### config.mk
export PLATFORM = sky130hd
export DESIGN_NAME = gpb_pin_bank
export DESIGN_NICKNAME = d
export VERILOG_FILES = /design/src/gpb_pkg.sv /design/src/gpb_pin_sync.sv /design/src/gpb_pin_bank.sv
export SDC_FILE = /design/constraint.sdc
export NUM_CORES = 1
export LEC_CHECK = 0
export ABC_AREA = 1
export BUFFER_PORTS_ARGS = -buffer_cell sky130_fd_sc_hd__clkbuf_2
export CAP_MARGIN = 40
export CELL_PAD_IN_SITES_DETAIL_PLACEMENT = 1
export CELL_PAD_IN_SITES_GLOBAL_PLACEMENT = 2
export CORE_MARGIN = 2
export CORE_UTILIZATION = 30
export DETAILED_ROUTE_END_ITERATION = 7
export HOLD_SLACK_MARGIN = 0.12
export PLACE_DENSITY = 0.76
export SYNTH_ARGS = -nofsm -noshare
export SYNTH_HDL_FRONTEND = slang
export SYNTH_SLANG_ARGS = --single-unit
### constraint.sdc
create_clock -name clk -period 1.3 [get_ports clk]
set_input_delay 0.13 -clock clk [delete_from_list [all_inputs] [get_ports clk]]
set_output_delay 0.13 -clock clk [all_outputs]
set_load 0.02 [all_outputs]
### src/gpb_pkg.sv
// Purpose: Shared constants and types for the GPIO pin configuration bank
// Assumes: 16-bit register data, 8-bit register addresses
// Notes:   Reset values of CONFIG-dependent fields are plain defaults
package gpb_pkg;

  // ****************************************
  // Sizes
  // ****************************************
  localparam int           GPB_PINS      = 13;
  localparam int           GPB_DW        = 16;
  localparam int           GPB_AW        = 8;
  localparam int           GPB_FW        = 4;
  localparam logic [3:0]   GPB_FN_GPIO   = 4'h0;

  // ****************************************
  // Register offsets
  // ****************************************
  localparam logic [7:0]   GPB_OFS_PULLUP  = 8'h81;
  localparam logic [7:0]   GPB_OFS_PULLDN  = 8'h82;
  localparam logic [7:0]   GPB_OFS_EDGE    = 8'h83;
  localparam logic [7:0]   GPB_OFS_DIR     = 8'h86;
  localparam logic [7:0]   GPB_OFS_POL     = 8'h87;
  localparam logic [7:0]   GPB_OFS_LEVEL   = 8'hE6;
  localparam logic [7:0]   GPB_OFS_IRQFLAG = 8'h1E;
  localparam logic [7:0]   GPB_OFS_IRQMASK = 8'h26;

  // ****************************************
  // Reset values
  // ****************************************
  localparam logic [12:0]  GPB_RST_PULLUP = 13'h0000;
  localparam logic [12:0]  GPB_RST_PULLDN = 13'h0000;
  localparam logic [12:0]  GPB_RST_EDGE   = 13'h0000;
  localparam logic [12:0]  GPB_RST_DIR    = 13'h1FFF;
  localparam logic [12:0]  GPB_RST_POL    = 13'h1FFF;
  localparam logic [12:0]  GPB_RST_LEVEL  = 13'h0000;
  localparam logic [12:0]  GPB_RST_MASK   = 13'h1FFF;

  // ****************************************
  // Types
  // ****************************************
  typedef struct packed {
    logic              wr;
    logic              rd;
    logic [7:0]        addr;
    logic [15:0]       wdata;
  } gpb_reg_req_t;

  typedef struct packed {
    logic              valid;
    logic [15:0]       rdata;
  } gpb_reg_rsp_t;

endpackage : gpb_pkg

### src/gpb_pin_sync.sv
// Purpose: Two-flop synchroniser for a vector of pin inputs
// Assumes: Bits are independent levels
// Notes:   First stage feeds only the second stage
`timescale 1ns/100ps
module gpb_pin_sync #(
  parameter int WIDTH = 13
) (
  // Clock and reset
  input  wire logic             clk,
  input  wire logic             rst,
  // Data
  input  wire logic [WIDTH-1:0] asyncIn,
  output logic      [WIDTH-1:0] syncOut
);
  import gpb_pkg::*;

  logic [WIDTH-1:0] stage1;
  logic [WIDTH-1:0] next_stage1;
  logic [WIDTH-1:0] next_syncOut;

  always_comb begin
    next_stage1  = asyncIn;
    next_syncOut = stage1;
  end

  always_ff @(posedge clk) begin
    if (rst) begin
      stage1  <= '0;
      syncOut <= '0;
    end else begin
      stage1  <= next_stage1;
      syncOut <= next_syncOut;
    end
  end

endmodule : gpb_pin_sync

### src/gpb_pin_bank.sv
// Purpose: Thirteen-pin GPIO bank with configuration registers and edge interrupts
// Assumes: Register port is the device control interface, one access per cycle
// Notes:   Read data appears one cycle after the read strobe
`timescale 1ns/100ps
module gpb_pin_bank #(
  parameter logic [12:0] RST_PULLUP = gpb_pkg::GPB_RST_PULLUP,
  parameter logic [12:0] RST_PULLDN = gpb_pkg::GPB_RST_PULLDN,
  parameter logic [12:0] RST_DIR    = gpb_pkg::GPB_RST_DIR,
  parameter logic [12:0] RST_POL    = gpb_pkg::GPB_RST_POL
) (
  // Clock and reset
  input  wire logic                 clk,
  input  wire logic                 rst,
  // Register access
  input  wire gpb_pkg::gpb_reg_req_t regReq,
  output gpb_pkg::gpb_reg_rsp_t     regRsp,
  // Function selection from the alternate-function map
  input  wire logic [12:0][3:0]     pinFunctionSelect,
  input  wire logic [12:0]          invertedSenseFn,
  // Pins
  input  wire logic [12:0]          pinIn,
  output logic      [12:0]          pinOut,
  output logic      [12:0]          pinOe,
  output logic      [12:0]          pinPullupEn,
  output logic      [12:0]          pinPulldownEn,
  // Alternate input functions and interrupt
  output logic      [12:0]          altFuncAsserted,
  output logic                      irqOut
);
  import gpb_pkg::*;

  // ****************************************
  // Helpers
  // ****************************************
  function automatic logic [12:0] polAdjust(input logic [12:0] lvl, input logic [12:0] hi);
    polAdjust = ~(lvl ^ hi);
  endfunction : polAdjust

  function automatic logic [12:0] low13(input logic [15:0] d);
    low13 = d[12:0];
  endfunction : low13

  // ****************************************
  // State
  // ****************************************
  logic [12:0] pullupReg, pulldnReg, edgeReg, dirReg, polReg, levelReg;
  logic [12:0] flagReg, maskReg, prevAdj;
  logic [12:0] next_pullup, next_pulldn, next_edge, next_dir, next_pol, next_level;
  logic [12:0] next_flag, next_mask, next_prevAdj;
  logic [12:0] next_pinOut, next_pinOe, next_pu, next_pd, next_alt;
  logic        next_irq;
  gpb_reg_rsp_t next_rsp;
  logic [12:0] pinSync, adj, isGpio, riseEv, fallEv, edgeEv, lvlClr;
  logic        wrLevel;

  gpb_pin_sync #(.WIDTH(GPB_PINS)) u_sync (
    .clk     (clk),
    .rst     (rst),
    .asyncIn (pinIn),
    .syncOut (pinSync)
  );

  // ****************************************
  // Event detection
  // ****************************************
  always_comb begin
    for (int i = 0; i < GPB_PINS; i++) begin
      isGpio[i] = (pinFunctionSelect[i] == GPB_FN_GPIO);
    end
    adj     = polAdjust(pinSync, polReg);
    riseEv  = adj & ~prevAdj & dirReg & isGpio;
    fallEv  = ~adj & prevAdj & dirReg & isGpio & edgeReg;
    edgeEv  = riseEv | fallEv;
    wrLevel = regReq.wr && (regReq.addr == GPB_OFS_LEVEL);
    lvlClr  = wrLevel ? (dirReg & ~low13(regReq.wdata)) : '0;
  end

  // ****************************************
  // Registers
  // ****************************************
  always_comb begin
    next_pullup  = pullupReg;
    next_pulldn  = pulldnReg;
    next_edge    = edgeReg;
    next_dir     = dirReg;
    next_pol     = polReg;
    next_level   = levelReg;
    next_mask    = maskReg;
    next_prevAdj = adj;
    next_flag    = flagReg;
    if (regReq.wr) begin
      case (regReq.addr)
        GPB_OFS_PULLUP:  next_pullup = low13(regReq.wdata);
        GPB_OFS_PULLDN:  next_pulldn = low13(regReq.wdata);
        GPB_OFS_EDGE:    next_edge   = low13(regReq.wdata);
        GPB_OFS_DIR:     next_dir    = low13(regReq.wdata);
        GPB_OFS_POL:     next_pol    = low13(regReq.wdata);
        GPB_OFS_IRQMASK: next_mask   = low13(regReq.wdata);
        GPB_OFS_LEVEL: begin
          next_level = (levelReg & dirReg) | (low13(regReq.wdata) & ~dirReg);
        end
        default: next_level = levelReg;
      endcase
    end
    if (regReq.rd && (regReq.addr == GPB_OFS_IRQFLAG)) begin
      next_flag = '0;
    end
    // Set beats any clear in the same cycle
    next_flag = (next_flag & ~lvlClr) | edgeEv;
  end

  always_comb begin
    next_rsp.valid = regReq.rd;
    next_rsp.rdata = '0;
    if (regReq.rd) begin
      case (regReq.addr)
        GPB_OFS_PULLUP:  next_rsp.rdata = {3'h0, pullupReg};
        GPB_OFS_PULLDN:  next_rsp.rdata = {3'h0, pulldnReg};
        GPB_OFS_EDGE:    next_rsp.rdata = {3'h0, edgeReg};
        GPB_OFS_DIR:     next_rsp.rdata = {3'h0, dirReg};
        GPB_OFS_POL:     next_rsp.rdata = {3'h0, polReg};
        GPB_OFS_IRQMASK: next_rsp.rdata = {3'h0, maskReg};
        GPB_OFS_IRQFLAG: next_rsp.rdata = {3'h0, flagReg};
        GPB_OFS_LEVEL:   next_rsp.rdata = {3'h0,
                                           (pinSync & dirReg) | (levelReg & ~dirReg)};
        default:         next_rsp.rdata = '0;
      endcase
    end
  end

  // ****************************************
  // Pin drive and outputs
  // ****************************************
  always_comb begin
    next_pinOut = levelReg & ~polReg;
    next_pinOe  = ~dirReg & (~polReg | ~levelReg);
    next_pu     = pullupReg & dirReg;
    next_pd     = pulldnReg & dirReg;
    next_alt    = invertedSenseFn & ~(pinSync ^ ~polReg) | ~invertedSenseFn & adj;
    next_irq    = |(flagReg & ~maskReg);
  end

  always_ff @(posedge clk) begin
    if (rst) begin
      pullupReg       <= RST_PULLUP;
      pulldnReg       <= RST_PULLDN;
      edgeReg         <= GPB_RST_EDGE;
      dirReg          <= RST_DIR;
      polReg          <= RST_POL;
      levelReg        <= GPB_RST_LEVEL;
      maskReg         <= GPB_RST_MASK;
      flagReg         <= '0;
      prevAdj         <= ~RST_POL;
      regRsp          <= '0;
      pinOut          <= '0;
      pinOe           <= '0;
      pinPullupEn     <= '0;
      pinPulldownEn   <= '0;
      altFuncAsserted <= '0;
      irqOut          <= 1'b0;
    end else begin
      pullupReg       <= next_pullup;
      pulldnReg       <= next_pulldn;
      edgeReg         <= next_edge;
      dirReg          <= next_dir;
      polReg          <= next_pol;
      levelReg        <= next_level;
      maskReg         <= next_mask;
      flagReg         <= next_flag;
      prevAdj         <= next_prevAdj;
      regRsp          <= next_rsp;
      pinOut          <= next_pinOut;
      pinOe           <= next_pinOe;
      pinPullupEn     <= next_pu;
      pinPulldownEn   <= next_pd;
      altFuncAsserted <= next_alt;
      irqOut          <= next_irq;
    end
  end
endmodule : gpb_pin_bank

# ---- After elaboration in Yosys (flattened, before gate mapping)
# Cells that the tools add are included.
dict set report word_totals {
  in_bits 106
  elab_cells 94
  reg_bits 226
}
dict set report op_classes {
  n_reduce_logical 24
  eq_ne 8
  bitwise 40
  n_mux 3
}
# operator n
set ops {}
lappend ops {{13-bit bitwise AND} 20}
lappend ops {{13-bit inverter} 11}
lappend ops {{13-bit case mux with 8 select lines} 1}
lappend ops {{13-bit OR} 6}
lappend ops {{4-bit zero test} 13}
lappend ops {{8-bit equality test (second input constant)} 6}
lappend ops {{13-bit two-way mux} 2}
lappend ops {{13-bit bitwise XOR} 2}
lappend ops {{2-bit AND reduction} 7}
lappend ops {{13-bit OR reduction} 1}
lappend ops {{8-bit by 5-bit equality test with 1-bit output (second input constant)} 1}
lappend ops {{8-bit by 6-bit equality test with 1-bit output (second input constant)} 1}
lappend ops {{1-bit logical AND} 2}
lappend ops {{2-bit OR reduction} 1}
lappend ops {{1-bit inverter} 1}

# ---- Longest topological paths before layout
dict set report logic_depth {
  word_depth 9
  ltp_mapped 10
  depth_no_buf 9
}

# ---- Cells and area by module
# Synthesis repeated with hierarchy kept, for this count alone.
dict set report hier_totals {
  hier_cells 1239
  hier_area_um2 9140.0
}
# mod instances cells_per_inst area_each_um2
set modules_own_cells {}
lappend modules_own_cells {gpb_pin_bank 1 1158 8388.0}
lappend modules_own_cells {gpb_pin_sync 1 81 752.0}

# ---- Worst setup path before layout
# OpenSTA, ideal clock, no wires.
dict set report synth_path {
  path_type {in2reg}
  startpoint {input regReq[16] (netlist bit)}
  endpoint {register flagReg[3]}
  arrival_time_ps 1015
  path_buffers 1
  setup_time_ps 132
  stages 9
  path_slack_ps 153
  required_time_ps 1168
  path_cell_list {inv_1 -> nand2_2 -> nor2_1 -> nand3_2 -> buf_2 -> nand2_1 -> inv_1 -> nand2_1 -> a21oi_1}
}
dict set report synth_via {
  elab_chain_cells 6
}
# element line_no
set synth_lines {}
lappend synth_lines {{from (decl)} gpb_pin_bank.sv:15} ;# input wire gpb_pkg::gpb_reg_req_t regReq,
lappend synth_lines {{8-bit equality test} gpb_pin_bank.sv:74} ;# wrLevel = regReq.wr && (regReq.addr == GPB_OFS_LEVEL);
lappend synth_lines {{1-bit logical AND} gpb_pin_bank.sv:74}
lappend synth_lines {{13-bit two-way mux} gpb_pin_bank.sv:75} ;# lvlClr = wrLevel ? (dirReg & ~low13(regReq.wdata)) : '0;
lappend synth_lines {{13-bit inverter} gpb_pin_bank.sv:109} ;# next_flag = (next_flag & ~lvlClr) | edgeEv;
lappend synth_lines {{13-bit bitwise AND *} gpb_pin_bank.sv:109}
lappend synth_lines {{13-bit OR *} gpb_pin_bank.sv:109}
lappend synth_lines {{to (signal assigned)} gpb_pin_bank.sv:169} ;# flagReg <= next_flag;
lappend synth_lines {{to (decl)} gpb_pin_bank.sv:47} ;# logic [12:0] flagReg, maskReg, prevAdj;
# Mark *: on every way between the ends. The rest lies on a longest branch, timed or not.
# A chain may end at the register's enable or synchronous reset.

# ---- Worst setup path after layout
dict set report layout_path {
  startpoint {register polReg[6]}
  endpoint {register flagReg[6]}
}
dict set report layout_via {
  elab_chain_cells 9
}
# element line_no
set layout_lines {}
lappend layout_lines {{from (decl)} gpb_pin_bank.sv:46} ;# logic [12:0] pullupReg, pulldnReg, edgeReg, dirReg, polReg, levelReg;
lappend layout_lines {{from (signal assigned)} gpb_pin_bank.sv:166} ;# polReg <= next_pol;
lappend layout_lines {{13-bit bitwise XOR *} gpb_pin_bank.sv:36} ;# polAdjust = ~(lvl ^ hi);
lappend layout_lines {{13-bit inverter *} gpb_pin_bank.sv:36}
lappend layout_lines {{13-bit inverter} gpb_pin_bank.sv:72} ;# fallEv = ~adj & prevAdj & dirReg & isGpio & edgeReg;
lappend layout_lines {{13-bit bitwise AND (4 in a row)} gpb_pin_bank.sv:72}
lappend layout_lines {{13-bit OR *} gpb_pin_bank.sv:73} ;# edgeEv = riseEv | fallEv;
lappend layout_lines {{13-bit OR *} gpb_pin_bank.sv:109}
# Marks and branches as above.

==> impl_metrics.json <==
{
  "outcome": "finished clean",
  "antenna_found_initial": 0,
  "largest_reg_flops": 14,
  "areaGrowthSynthToFinish_pct": 43.6,
  "synthesis.area_um2": 9100,
  "min_path_cells": 3,
  "clock_sinks": 223,
  "place_hpwl_um": 23600,
  "fin_crit_ns": 1.26,
  "layout_commonest_cell": "dfxtp_1",
  "synth-edff-count": 0,
  "clkLatencyLatePin_ns": 0.55,
  "drtAntennaViolNets": 0,
  "p_seq_frac": 0.427,
  "nets": 1676,
  "gp_congestion": 0.826,
  "vias_per_cell": 4.71,
  "drv_slew": 0,
  "tritoncts": "done",
  "crit_slowest_cell": "dfxtp_1",
  "synth_ff_type": "dfxtp_1",
  "p_per_area_nw_per_um2": 1250,
  "yosysSeqAreaShare": 0.491,
  "overflow": 0,
  "vias": 9329,
  "cellLeakagePower_nw": 6.13,
  "hold_class": "primary input to flip-flop",
  "initial_core_util": 0.306,
  "yosysTopAreaCellShare": 0.491,
  "cts.clk_slew.worst_paths_ns": 0.06,
  "placedCellCount": 1828,
  "cp.arrival_ns": 1.67,
  "clkPwrFrac": 0.501,
  "finalSetupViolations": 0,
  "antennaDiodeCount": 0,
  "synth_area_leaders": "dfxtp_1 49%, inv_1 7.7%, nand2_1 7.5%",
  "wl_um": 34100,
  "synthArstFlopShare": 0,
  "peakVddDrop_v": 0.000995,
  "dr.pass1.iters": 4,
  "top_register": "regRsp",
  "dieWidth_um": 178,
  "worstReg2RegEnd": "flagReg[6]",
  "rrSetupSlack_ns": 0.04,
  "post_drt_wl_per_cell_um": 17.2,
  "final_cell_count_no_fill": 1980,
  "drt-initial-drc-count": 543,
  "cts_max_level": 1,
  "drv_cap": 0,
  "grt_usage": 0.219,
  "critPathLaunchType": "flip-flop",
  "synthCells": 1234,
  "worstPathCellList": "or2_2 > nand2_1 > or2_2 > nand3_1 > a21oi_1",
  "drive_above_1_share": 0.219,
  "combPwrFrac": 0.073,
  "n_fill_cell": 3644,
  "yosysWarnings": 0,
  "cts_inserted_buffers": 26,
  "mostFrequentLayoutCells": "222 x dfxtp_1, 186 x inv_1, 181 x nand2_1, 181 x clkbuf_2, 130 x nand3_1",
  "critPathMaxStageDelay_ns": 0.44,
  "hold_viol_final": 0,
  "grt_max_degree": 40,
  "dieArea_um2": 31700,
  "die_height_um": 178,
  "numPortBuffers": 182,
  "avgSynthCellArea_um2": 7.37,
  "fin_worst_skew_ns": 0.0154,
  "ys_types": 30,
  "endpoint_kind": "flip-flop",
  "final.period_utilization": 0.966,
  "fin_ws_ns": 0.0438,
  "r2r_cells": 5,
  "internal_power_mw": 12.6,
  "critPathRequiredTime_ns": 1.71,
  "power_mw": 16.3,
  "io-pin-count": 189,
  "fin_hold_ws_ns": 0.131,
  "crit_top_cell": "or2_2",
  "preCtsSetupSlack_ns": -0.272,
  "cp-startpoint": "polReg[6]",
  "crit_fanout": 5,
  "r2r_start": "polReg[6]",
  "switching_share": 0.227,
  "yosysTopAreaCell": "dfxtp_1",
  "criticalPathCategory": "flip-flop to flip-flop",
  "rsz0062_at_grt": "no",
  "core_area_um2": 29700,
  "cts_max_path_buffers": 3,
  "synth_seq_cells": 223,
  "grt_pass1_wl_um": 53300,
  "cts-root-buf": "clkbuf_16",
  "route.detailed.drc": 0,
  "switchingPower_mw": 3.70,
  "timing.fmax_mhz": 796,
  "holdCritStartpoint": "rst",
  "grt_pass1_vias": 9587,
  "hold_end": "altFuncAsserted[0]",
  "rows": 63
}
[cell usage after synthesis (2+ instances only)]
master / number
xor2_1: 8
nor2_1: 98
nand3_2: 3
nand4_1: 5
nor2_4: 4
or2_2: 16
buf_1: 3
a21oi_1: 110
nand3_1: 130
clkbuf_1: 27
inv_1: 187
nor4_1: 12
o2111ai_1: 4
dfxtp_1: 223
o21ai_0: 121
o21ai_1: 6
o211ai_1: 10
inv_2: 4
nor3_1: 38
nor2_2: 5
o22ai_1: 2
buf_2: 18
nand2_2: 3
buf_4: 11
nand2_1: 181
[area by class of cell]
type / count / area (µm²) / share of cell area
clock buffer: 33 / 727 / 0.0556
clock inverter: 15 / 244 / 0.0187
inverter: 192 / 721 / 0.0552
multi-input combinational: 761 / 3630 / 0.278
sequential: 223 / 4470 / 0.342
tap: 390 / 488 / 0.0374
timing repair buffer: 366 / 2790 / 0.213
[logic make-up after synthesis]
kind of cell    after synthesis  synth area share
compound gates              254             0.145
buf+inv                     252             0.112
flops                       223             0.491
simple gates                495             0.244
other cells                   1          0.000412
xor+xnor                      9           0.00866
[power groups by stage]
stage	Clock (mW)	Sequential, mW	Combinational, mW
floorplan	0	7.14	0.400
global placement	0	7.11	0.892
detailed placement	0	7.11	0.907
CTS	8.35	6.96	1.18
global route	8.67	6.97	1.30
finish	8.18	6.96	1.19
[how the worst max path moves through the flow]
stage                     depth (start not counted)            endpoint  slack, ns
final                                             5          flagReg[6]       0.04
after global routing                              5  altFuncAsserted[6]      0.003
after CTS                                         1           regRsp[4]       0.03
after detailed placement                         10           regRsp[2]      -0.27
after global placement                           10           regRsp[2]      -0.23
after floorplan                                   9          flagReg[3]       0.15
[through the flow]
stage,setup TNS (ns),util,area [µm²]
after floorplan,0,-,9110
after global placement,-3.88,0.371,11000
after detailed placement,-7.71,0.371,11000
after CTS,0,0.439,13100
after global routing,0,0.440,13100
final,0,0.440,13100
[per-layer routing]
metal | up-vias | track usage | share of wire
met5 | - | 0 | 0
met4 | 0 | 0.0434 | 0.015
met3 | 42 | 0.0260 | 0.044
met2 | 211 | 0.361 | 0.46
met1 | 4428 | 0.308 | 0.48
li1 | 4648 | - | -
[critical path: cells and delay by family, from the launching register on]
family          cells  cell delay (ns)
compound gates      1             0.06
flops               1             0.44
simple gates        4             0.62
[timing repair]
| item | in CTS | in global routing |
|---|---|---|
| hold endpoints to repair | 145 | 0 |
| endpoints found under the setup margin | 0 | 4 |
| setup buffers | 0 | 0 |
| hold buffers | 104 | 0 |
| resized for setup | 0 | 3 |
No activity file was read; power rests on OpenSTA's default activity.
